`src/pkg/ssf_pkg.sv`:
```
// Functional notes
// - status resets and standby-loads to 84h
// - writing 1 to flags ignored; 0 clears after read
// - tx done and multiproc rx bits read-only; multiproc tx bit writable
// - tx empty sets on load into shifter
// - tx empty sets when tx enable cleared
// - dma data write clears tx empty
// - rx full sets on error-free received character
// - dma read of rx data clears rx full
// - errors keep rx full; rx disable keeps rx data/full
// - overrun when rx full; new char dropped
// - overrun halts receive; sync mode halts transmit
// - rx disable leaves overrun unchanged
// - async stop bit zero sets framing flag
// - only first stop bit checked
// - framing error loads data, rx full unset
// - framing halts receive; sync halts transmit
// - tx done sets at last bit if empty
// - async parity mismatch sets parity flag
// - tx done clears with tx empty clears
package ssf_pkg;

    // register port
    localparam int          ADDR_W      = 2;
    localparam int          DATA_W      = 8;
    localparam logic [1:0]  OFS_STATUS  = 2'h0;
    localparam logic [1:0]  OFS_RXDATA  = 2'h1;
    localparam logic [1:0]  OFS_TXDATA  = 2'h2;
    localparam logic [1:0]  OFS_CTRL    = 2'h3;

    // status register field positions
    localparam int BIT_TX_EMPTY  = 7;
    localparam int BIT_RX_FULL   = 6;
    localparam int BIT_OVERRUN   = 5;
    localparam int BIT_FRAMING   = 4;
    localparam int BIT_PARITY    = 3;
    localparam int BIT_TX_DONE   = 2;
    localparam int BIT_MP_RX     = 1;
    localparam int BIT_MP_TX     = 0;

    // control register field positions
    localparam int CTL_TX_EN     = 0;
    localparam int CTL_RX_EN     = 1;
    localparam int CTL_SYNC      = 2;
    localparam int CTL_PAR_EN    = 3;
    localparam int CTL_PAR_ODD   = 4;
    localparam int CTL_TWO_STOP  = 5;
    localparam int CTL_MP_FMT    = 6;

    // reset values
    localparam logic [7:0] STATUS_RST = 8'h84;
    localparam logic [7:0] CTRL_RST   = 8'h00;
    localparam logic [7:0] RXDATA_RST = 8'h00;
    localparam logic [7:0] TXDATA_RST = 8'hff;

    // outcome of one finished reception
    typedef enum logic [1:0] {
        RX_OUT_NONE    = 2'b00,
        RX_OUT_GOOD    = 2'b01,
        RX_OUT_ERROR   = 2'b10,
        RX_OUT_OVERRUN = 2'b11
    } ssf_rx_out_t;

    // receiver finishing one character
    typedef struct packed {
        logic       done;
        logic [7:0] data;
        logic       par_bit;
        logic       stop_bit;
        logic       mp_bit;
    } ssf_rx_evt_t;

    // dma controller accesses to the data registers
    typedef struct packed {
        logic       tdr_wr;
        logic       rdr_rd;
        logic [7:0] wdata;
    } ssf_dma_t;

endpackage

```
`src/logic/ssf_flag.sv`:
```
`timescale 1ns/100ps
// one status flag with read-then-write-0 clear
module ssf_flag #(
    parameter logic INIT_VAL = 1'b0
) (
    // clock and initialisation
    input  wire logic clk,
    input  wire logic init,
    // software access to the status register
    input  wire logic rd_hit,
    input  wire logic wr_hit,
    input  wire logic wr_bit,
    // hardware events
    input  wire logic hw_set,
    input  wire logic hw_clr,
    // state
    output logic      flag_q,
    output logic      sw_clr
);

    logic armed_q;   // flag was read while set
    logic armed_d;   // next marker
    logic flag_d;    // next flag
    logic wr_clr;    // armed write of 0

    // write of 0 only counts after a read that saw 1
    assign wr_clr = wr_hit & ~wr_bit & armed_q;
    // clear that really took effect
    assign sw_clr = wr_clr & ~hw_set;

    // marker: armed by read while set, dropped on clear
    always_comb begin
        if (rd_hit && flag_q) begin
            armed_d = 1'b1;
        end else if (wr_clr || !flag_q) begin
            armed_d = 1'b0;
        end else begin
            armed_d = armed_q;
        end
    end

    // flag: set wins over any clear
    always_comb begin
        if (hw_set) begin
            flag_d = 1'b1;
        end else if (wr_clr || hw_clr) begin
            flag_d = 1'b0;
        end else begin
            flag_d = flag_q;
        end
    end

    // registers
    always_ff @(posedge clk) begin
        if (init) begin
            flag_q  <= INIT_VAL;
            armed_q <= 1'b0;
        end else begin
            flag_q  <= flag_d;
            armed_q <= armed_d;
        end
    end

endmodule

```
`src/logic/ssf_status.sv`:
```
`timescale 1ns/100ps
// status flags of a serial channel with its data registers
module ssf_status
    import ssf_pkg::*;
#(
    parameter int DW = DATA_W
) (
    // clock and reset
    input  wire logic              REF_CLK,
    input  wire logic              RESET,
    input  wire logic              STANDBY,
    // register port
    input  wire logic [ADDR_W-1:0] ADDR,
    input  wire logic [7:0]        WDATA,
    input  wire logic              WR_STB,
    input  wire logic              RD_STB,
    output logic      [7:0]        RDATA,
    // receiver events
    input  wire ssf_rx_evt_t       RX_EVT,
    // transmitter events
    input  wire logic              TX_LOAD,
    input  wire logic              TX_LAST_BIT,
    // dma controller
    input  wire ssf_dma_t          DMA,
    // toward the shifters
    output logic      [7:0]        TX_DATA,
    output logic                   MP_BIT_TX,
    output logic                   TX_ENABLE,
    output logic                   RX_ENABLE,
    output logic                   SYNC_MODE,
    output logic                   TWO_STOP,
    output logic                   RX_HALT,
    output logic                   TX_HALT,
    // status view
    output logic      [7:0]        STATUS
);

    ////////////////////////////////////////////////////////////////
    // elaboration check
    ////////////////////////////////////////////////////////////////

    // the flag layout is fixed to one byte
    if (DW != 8) begin : g_bad_width
        $error("ssf_status serves only an 8-bit data width");
    end

    ////////////////////////////////////////////////////////////////
    // declarations
    ////////////////////////////////////////////////////////////////

    logic        init;          // reset or standby entry
    logic        rd_status;     // read strobe on status
    logic        wr_status;     // write strobe on status
    logic        wr_txdata;     // cpu write of tx data
    logic        wr_ctrl;       // write to control

    logic [7:0]  ctrl_q;        // control register
    logic [7:0]  ctrl_d;        // its next value
    logic [7:0]  rx_data_q;     // receive data register
    logic [7:0]  rx_data_d;     // its next value
    logic [7:0]  tx_data_q;     // transmit data register
    logic [7:0]  tx_data_d;     // its next value
    logic        mp_rx_q;       // received multiprocessor bit
    logic        mp_rx_d;       // its next value
    logic        mp_tx_q;       // multiprocessor bit to send
    logic        mp_tx_d;       // its next value
    logic        tx_done_q;     // transmit end flag
    logic        tx_done_d;     // its next value
    logic [7:0]  rdata_q;       // read data register
    logic [7:0]  rdata_d;       // its next value
    logic [7:0]  rd_mux;        // selected read word

    logic        tx_en;         // control: transmit enable
    logic        rx_en;         // control: receive enable
    logic        sync_md;       // control: synchronous mode
    logic        par_en;        // control: parity used
    logic        par_odd;       // control: odd parity
    logic        mp_fmt;        // control: multiprocessor format
    logic        tx_en_fall;    // transmit enable written 1 to 0

    logic        tx_empty;      // transmit empty flag
    logic        rx_full;       // receive full flag
    logic        overrun;       // overrun flag
    logic        framing;       // framing error flag
    logic        parity;        // parity error flag
    logic        tx_empty_swclr; // software cleared tx empty

    logic        rx_take;       // reception finished and accepted
    logic        fer_hit;       // stop bit sampled low
    logic        per_hit;       // parity mismatch
    logic        err_hit;       // framing or parity error
    ssf_rx_out_t rx_out;        // classified outcome
    logic        rx_load;       // move character into rx data
    logic        set_rx_full;   // set event for rx full
    logic        set_overrun;   // set event for overrun
    logic        set_tx_empty;  // set event for tx empty
    logic        set_tx_done;   // set event for tx end

    ////////////////////////////////////////////////////////////////
    // address decode
    ////////////////////////////////////////////////////////////////

    // reset and standby both load the documented initial values
    assign init      = RESET | STANDBY;
    assign rd_status = RD_STB & (ADDR == OFS_STATUS);
    assign wr_status = WR_STB & (ADDR == OFS_STATUS);
    // no write decode for rx data: that register is read-only
    assign wr_txdata = WR_STB & (ADDR == OFS_TXDATA);
    assign wr_ctrl   = WR_STB & (ADDR == OFS_CTRL);

    ////////////////////////////////////////////////////////////////
    // control fields
    ////////////////////////////////////////////////////////////////

    // field picks from the control register
    assign tx_en   = ctrl_q[CTL_TX_EN];
    assign rx_en   = ctrl_q[CTL_RX_EN];
    assign sync_md = ctrl_q[CTL_SYNC];
    assign par_en  = ctrl_q[CTL_PAR_EN];
    assign par_odd = ctrl_q[CTL_PAR_ODD];
    assign mp_fmt  = ctrl_q[CTL_MP_FMT];

    // a write that turns the transmitter off
    assign tx_en_fall = wr_ctrl & tx_en & ~WDATA[CTL_TX_EN];

    // control register next value
    assign ctrl_d = wr_ctrl ? WDATA : ctrl_q;

    ////////////////////////////////////////////////////////////////
    // halt of the shifters
    ////////////////////////////////////////////////////////////////

    // any error flag stops reception until cleared
    assign RX_HALT = overrun | framing | parity;
    // in synchronous mode the transmitter stops as well
    assign TX_HALT = sync_md & RX_HALT;

    ////////////////////////////////////////////////////////////////
    // receive classification
    ////////////////////////////////////////////////////////////////

    // a disabled or halted receiver changes nothing
    assign rx_take = RX_EVT.done & rx_en & ~RX_HALT;

    // framing: async only, first stop bit only
    assign fer_hit = ~sync_md & ~RX_EVT.stop_bit;

    // parity: ones count with parity bit against the setting
    assign per_hit = ~sync_md & par_en &
                     ((^{RX_EVT.data, RX_EVT.par_bit}) ^ par_odd);

    assign err_hit = fer_hit | per_hit;

    // outcome of the finished character
    always_comb begin
        if (!rx_take) begin
            rx_out = RX_OUT_NONE;
        end else if (rx_full) begin
            rx_out = RX_OUT_OVERRUN;
        end else if (err_hit) begin
            rx_out = RX_OUT_ERROR;
        end else begin
            rx_out = RX_OUT_GOOD;
        end
    end

    // act on the outcome
    always_comb begin
        case (rx_out)
            RX_OUT_GOOD: begin
                rx_load     = 1'b1;
                set_rx_full = 1'b1;
                set_overrun = 1'b0;
            end
            RX_OUT_ERROR: begin
                // character stored, full flag left alone
                rx_load     = 1'b1;
                set_rx_full = 1'b0;
                set_overrun = 1'b0;
            end
            RX_OUT_OVERRUN: begin
                // older character kept, new one dropped
                rx_load     = 1'b0;
                set_rx_full = 1'b0;
                set_overrun = 1'b1;
            end
            default: begin
                rx_load     = 1'b0;
                set_rx_full = 1'b0;
                set_overrun = 1'b0;
            end
        endcase
    end

    // receive data register next value
    assign rx_data_d = rx_load ? RX_EVT.data : rx_data_q;

    // multiprocessor bit follows each stored async character in multiprocessor format
    assign mp_rx_d = (rx_load && mp_fmt && !sync_md) ?
                     RX_EVT.mp_bit : mp_rx_q;

    ////////////////////////////////////////////////////////////////
    // transmit side
    ////////////////////////////////////////////////////////////////

    // data moved to the shifter, or transmitter switched off
    assign set_tx_empty = TX_LOAD | tx_en_fall;

    // last bit out with nothing new waiting
    assign set_tx_done = (TX_LAST_BIT & tx_empty) | tx_en_fall;

    // transmit data register: dma write wins over cpu write
    assign tx_data_d = DMA.tdr_wr ? DMA.wdata :
                       wr_txdata  ? WDATA     : tx_data_q;

    // transmit end flag, set beats clear
    assign tx_done_d = set_tx_done ? 1'b1 :
                       (tx_empty_swclr | DMA.tdr_wr) ? 1'b0 :
                       tx_done_q;

    // only the multiprocessor transmit bit is plainly writable
    assign mp_tx_d = wr_status ? WDATA[BIT_MP_TX] : mp_tx_q;

    ////////////////////////////////////////////////////////////////
    // clearable flags
    ////////////////////////////////////////////////////////////////

    // transmit empty, starts set
    ssf_flag #(
        .INIT_VAL (1'b1)
    ) u_tx_empty (
        .clk      (REF_CLK),
        .init     (init),
        .rd_hit   (rd_status),
        .wr_hit   (wr_status),
        .wr_bit   (WDATA[BIT_TX_EMPTY]),
        .hw_set   (set_tx_empty),
        .hw_clr   (DMA.tdr_wr),
        .flag_q   (tx_empty),
        .sw_clr   (tx_empty_swclr)
    );

    // receive full
    ssf_flag u_rx_full (
        .clk      (REF_CLK),
        .init     (init),
        .rd_hit   (rd_status),
        .wr_hit   (wr_status),
        .wr_bit   (WDATA[BIT_RX_FULL]),
        .hw_set   (set_rx_full),
        .hw_clr   (DMA.rdr_rd),
        .flag_q   (rx_full),
        .sw_clr   ()
    );

    // overrun
    ssf_flag u_overrun (
        .clk      (REF_CLK),
        .init     (init),
        .rd_hit   (rd_status),
        .wr_hit   (wr_status),
        .wr_bit   (WDATA[BIT_OVERRUN]),
        .hw_set   (set_overrun),
        .hw_clr   (1'b0),
        .flag_q   (overrun),
        .sw_clr   ()
    );

    // framing error
    ssf_flag u_framing (
        .clk      (REF_CLK),
        .init     (init),
        .rd_hit   (rd_status),
        .wr_hit   (wr_status),
        .wr_bit   (WDATA[BIT_FRAMING]),
        .hw_set   (rx_out == RX_OUT_ERROR && fer_hit),
        .hw_clr   (1'b0),
        .flag_q   (framing),
        .sw_clr   ()
    );

    // parity error
    ssf_flag u_parity (
        .clk      (REF_CLK),
        .init     (init),
        .rd_hit   (rd_status),
        .wr_hit   (wr_status),
        .wr_bit   (WDATA[BIT_PARITY]),
        .hw_set   (rx_out == RX_OUT_ERROR && per_hit),
        .hw_clr   (1'b0),
        .flag_q   (parity),
        .sw_clr   ()
    );

    ////////////////////////////////////////////////////////////////
    // read path
    ////////////////////////////////////////////////////////////////

    // assembled status byte
    assign STATUS = {tx_empty, rx_full, overrun, framing,
                     parity, tx_done_q, mp_rx_q, mp_tx_q};

    // read selection
    always_comb begin
        case (ADDR)
            OFS_STATUS: rd_mux = STATUS;
            OFS_RXDATA: rd_mux = rx_data_q;
            OFS_TXDATA: rd_mux = tx_data_q;
            OFS_CTRL:   rd_mux = ctrl_q;
            default:    rd_mux = 8'h00;
        endcase
    end

    // read data stands only in the cycle after the strobe
    assign rdata_d = RD_STB ? rd_mux : 8'h00;

    ////////////////////////////////////////////////////////////////
    // registers
    ////////////////////////////////////////////////////////////////

    // control and data registers, loaded with their reset values by reset and standby
    always_ff @(posedge REF_CLK) begin
        if (init) begin
            ctrl_q    <= CTRL_RST;
            rx_data_q <= RXDATA_RST;
            tx_data_q <= TXDATA_RST;
        end else begin
            ctrl_q    <= ctrl_d;
            rx_data_q <= rx_data_d;
            tx_data_q <= tx_data_d;
        end
    end

    // status bits held outside the flag cells
    always_ff @(posedge REF_CLK) begin
        if (init) begin
            tx_done_q <= STATUS_RST[BIT_TX_DONE];
            mp_rx_q   <= STATUS_RST[BIT_MP_RX];
            mp_tx_q   <= STATUS_RST[BIT_MP_TX];
        end else begin
            tx_done_q <= tx_done_d;
            mp_rx_q   <= mp_rx_d;
            mp_tx_q   <= mp_tx_d;
        end
    end

    // read data register
    always_ff @(posedge REF_CLK) begin
        if (RESET) begin
            rdata_q <= 8'h00;
        end else begin
            rdata_q <= rdata_d;
        end
    end

    ////////////////////////////////////////////////////////////////
    // outputs
    ////////////////////////////////////////////////////////////////

    // register-driven outputs toward the shifters and software
    assign RDATA     = rdata_q;
    assign TX_DATA   = tx_data_q;
    assign MP_BIT_TX = mp_tx_q;
    assign TX_ENABLE = tx_en;
    assign RX_ENABLE = rx_en;
    assign SYNC_MODE = sync_md;
    assign TWO_STOP  = ctrl_q[CTL_TWO_STOP];

endmodule

```
`config.mk`:
```
export PLATFORM = sky130hd
export DESIGN_NAME = ssf_status
export DESIGN_NICKNAME = d
export VERILOG_FILES = /design/src/pkg/ssf_pkg.sv /design/src/logic/ssf_flag.sv /design/src/logic/ssf_status.sv
export SDC_FILE = /design/constraint.sdc
export NUM_CORES = 1
export LEC_CHECK = 0
export ABC_AREA = 1
export BUFFER_PORTS_ARGS = -buffer_cell sky130_fd_sc_hd__buf_2
export CAP_MARGIN = 10
export CORE_MARGIN = 10
export CORE_UTILIZATION = 50
export DETAILED_ROUTE_END_ITERATION = 10
export PLACE_DENSITY = 0.78
export SETUP_SLACK_MARGIN = 0.05
export SLEW_MARGIN = 10
export SYNTH_ARGS = -nofsm -noshare
export SYNTH_HDL_FRONTEND = slang
export SYNTH_SLANG_ARGS = --single-unit
```
`constraint.sdc`:
```
create_clock -name REF_CLK -period 2.1 [get_ports REF_CLK]
set_input_delay 0.21 -clock REF_CLK [delete_from_list [all_inputs] [get_ports REF_CLK]]
set_output_delay 0.21 -clock REF_CLK [all_outputs]
set_load 0.01 [all_outputs]
```
==> impl_metrics.py <==
metrics = {
    "power_and_ir_drop": {
        "combinationalPowerShare": 0.138,
        "power.share.switching": 0.259,
        "p_per_area_nw_per_um2": 662,
        "seq_power_share": 0.485,
        "power_leakage_nw": 1.31,
        "power.internal_mw": 1.35,
        "p_total_mw": 1.82,
        "irDropWorstVdd_mv": 0.453,
        "clockPowerShare": 0.378,
        "switching_power_mw": 0.472,
    },
    "logic_synthesis": {
        "yosysWarnings": 0,
        "synth_area_per_cell_um2": 7.15,
        "yosysMostFrequentCell": "nand2_1",
        "netlist_instances": 318,
        "synth_top_cell_by_area": "dfxtp_1",
        "synth_common_cells": "88 x nand2_1, 45 x dfxtp_1, 29 x o21ai_0",
        "synth_edf_count": 0,
        "synth_flop_cell": "dfxtp_1",
        "synth_top_cell_area_share": 0.396,
        "yosysSeqAreaShare": 0.396,
        "synth_nets": 360,
        "netlist_top_cells_area": "dfxtp_1 40%, nand2_1 15%, o21ai_0 6.4%, a21oi_1 6.2%, inv_1 4.6%",
        "synth-seq-cells": 45,
        "synth_cell_types": 37,
        "async_flop_share": 0,
        "netlist_area_um2": 2270,
    },
    "placed_design": {
        "io_buffers": 69,
        "dp_slack_ns": 0.0257,
        "detailed_place_hpwl_um": 5110,
        "place_inst": 427,
        "gp_congestion": 0.845,
    },
    "global_route": {
        "antenna_found_initial": 0,
        "grt_max_degree": 28,
        "grt_pass1_wl_um": 10600,
        "grt_pass1_vias": 2287,
        "globalRouteOverflowTotal": 0,
        "grt_use_total": 0.171,
    },
    "critical_path": {
        "slowest_delay_ns": 0.38,
        "startpoint_type": "flop",
        "crit_end": "rx_data_q[3]",
        "arrival_ns": 2.09,
        "slowest_stage": "dfxtp_4",
        "required_ns": 2.29,
        "critPathKind": "flop to flop",
        "cpMostUsedCell": "inv_1",
        "rr_worst_depth": 13,
        "reg2reg_from": "ctrl_q[4]",
        "crit_path_end_kind": "flop",
        "reg2reg_to": "rx_data_q[3]",
        "worstPathMaxFanout": 15,
        "r2r_slack_ns": 0.20,
        "cp-startpoint": "ctrl_q[4]",
        "crit_chain": "xor2_2 > inv_1 > nand3_1 > nand2_1 > nand2_2 > nand3_2 > nand2_2 > inv_1 > ha_1 > inv_1 > buf_12 > o21ai_0 > a21oi_1",
    },
    "final_layout": {
        "drive_gt1_frac": 0.269,
        "fin_util": 0.628,
        "fin_cells": 435,
        "final_nets": 424,
        "syn2layout_area_growth_pct": 21.1,
        "antenna_cells": 0,
    },
    "clock_tree": {
        "clk_pin_slew_ns": 0.09,
        "cts_num_sinks": 45,
        "cts_root_buf": "clkbuf_8",
        "cts_tree": "built",
        "cts_made_buffers": 5,
        "cts_hold_buf": 0,
        "clockBufferDepth": 2,
        "htree_levels": 2,
        "clk_latency_ns": 0.30,
    },
    "detailed_routing": {
        "drtIter0Drc": 175,
        "drcViolationCount": 0,
        "postRouteAntennaNets": 0,
        "wl_um": 6540,
        "firstDrtPassIters": 4,
        "wl_per_cell_um": 15.0,
        "via_per_inst": 5.38,
        "dr_total_vias": 2339,
    },
    "floorplanning": {
        "std_cell_rows": 24,
        "core_area_um2": 4380,
        "dieArea_um2": 7650,
        "die_w_um": 87.5,
        "die_h_um": 87.5,
        "num_io_pins": 70,
        "start_util": 0.519,
    },
    "sta": {
        "rsz0062_at_grt": "no",
        "fin_worst_skew_ns": 0.0129,
        "period_share": 0.905,
        "timing.slew.headroom": 0.618,
        "finalHoldViolations": 0,
        "setup_viol": 0,
        "min_period_ns": 1.90,
        "fmaxAchievable_mhz": 526,
        "final_max_slew_viol_count": 0,
        "worst_pin_slew_ns": 0.571,
        "finalSetupTns_ns": 0,
        "fin_ws_ns": 0.200,
    },
    "run_status": {
        "outcome": "finished clean",
    },
    "flow_run": {
        "cap_violations": 0,
    },
    "min_path": {
        "worstHoldPathType": "input port to flop",
    },
}
## worst max-delay path: cells and delay by family, from the launching register on
family	cells	cell delay, ns
fa+ha+maj	1	0.31
compound gates	2	0.19
buf+inv	4	0.35
simple gates	5	0.40
xor+xnor	1	0.16
flops	1	0.38
## power groups by stage
| stage | combinational, mW | sequential (mW) | clock (mW) |
|---|---|---|---|
| finish | 0.251 | 0.883 | 0.688 |
| global route | 0.282 | 0.886 | 0.723 |
| CTS | 0.251 | 0.884 | 0.684 |
| detailed placement | 0.250 | 0.904 | 0 |
| global placement | 0.245 | 0.904 | 0 |
| floorplan | 0.138 | 0.909 | 0 |
## worst min path at each step
stage / cells after the start / slack, ns / startpoint / to
6_report: 3 / 0.12 / TX_LOAD / u_tx_empty.flag_q
5_1_grt: 3 / 0.12 / TX_LOAD / u_tx_empty.flag_q
2_1_floorplan: 2 / 0.32 / TX_LOAD / u_tx_empty.flag_q
3_5_place_dp: 3 / 0.44 / TX_LOAD / u_tx_empty.flag_q
4_1_cts: 3 / 0.13 / TX_LOAD / u_tx_empty.flag_q
3_3_place_gp: 3 / 0.43 / DMA[0] / TX_DATA[0]
## area by class of cell
| cell class | count | area, um2 |
|---|---|---|
| fillers | 419 | 1630 |
| multi-input cells | 223 | 1150 |
| flip-flops and latches | 45 | 905 |
| repair buffers | 71 | 373 |
| inverters | 36 | 143 |
| clock buffers | 7 | 86.3 |
| well taps | 52 | 65.1 |
| clock inverters | 1 | 30.0 |
## sequential cells by signal, indices dropped and copies added, names as in the netlist, 8 cells and up
name       count
ctrl_q         8
rx_data_q      8
TX_DATA        8
RDATA          8
## metal layers
| metal | wire length, um | part of all wire | global-route usage | vias up |
|---|---|---|---|---|
| li1 | - | - | - | 1180 |
| met1 | 2810 | 0.43 | 0.205 | 1077 |
| met2 | 3170 | 0.49 | 0.286 | 73 |
| met3 | 452 | 0.069 | 0.0496 | 9 |
| met4 | 102 | 0.016 | 0.0536 | 0 |
| met5 | 0 | 0 | 0 | - |
## cell usage in the layout (no fill, tap or decap), types with 4 or more instances in the layout
master     Yosys  final
a21oi_1       28     28
a221oi_1       5      5
a31oi_1        4      4
buf_2          2     69
clkbuf_8       0      6
dfxtp_1       45     44
inv_1         28     28
inv_2          5      5
nand2_1       88     88
nand2_2        4      4
nand3_1       11     11
nor2_1        23     23
o2111ai_1      4      4
o21ai_0       29     26
## repair_timing
action | CTS | global route
buffers inserted | 0 | 0
gates resized for setup | 0 | 6
endpoints found under the setup margin | 0 | 9
## cells by family (layout without fill, tap and decap cells)
logic type | count (synthesis) | after routing | share of synthesized area
and+or+nand+nor | 141 | 141 | 0.277
AOI/OAI and AO/OA | 77 | 77 | 0.202
buffers and inverters | 50 | 115 | 0.100
xor gates and xnor gates | 2 | 2 | 0.00770
adders and majority gates | 3 | 3 | 0.0165
DFF | 45 | 45 | 0.396
## per-stage QoR
step | cell area (um2) | hold WS [ns]
finish | 2760 | 0.122
CTS | 2740 | 0.126
floorplan | 2270 | 0.325
global placement | 2630 | 0.434
detailed placement | 2630 | 0.437
global route | 2760 | 0.125
Note: power is estimated with default switching activity, not from simulation.
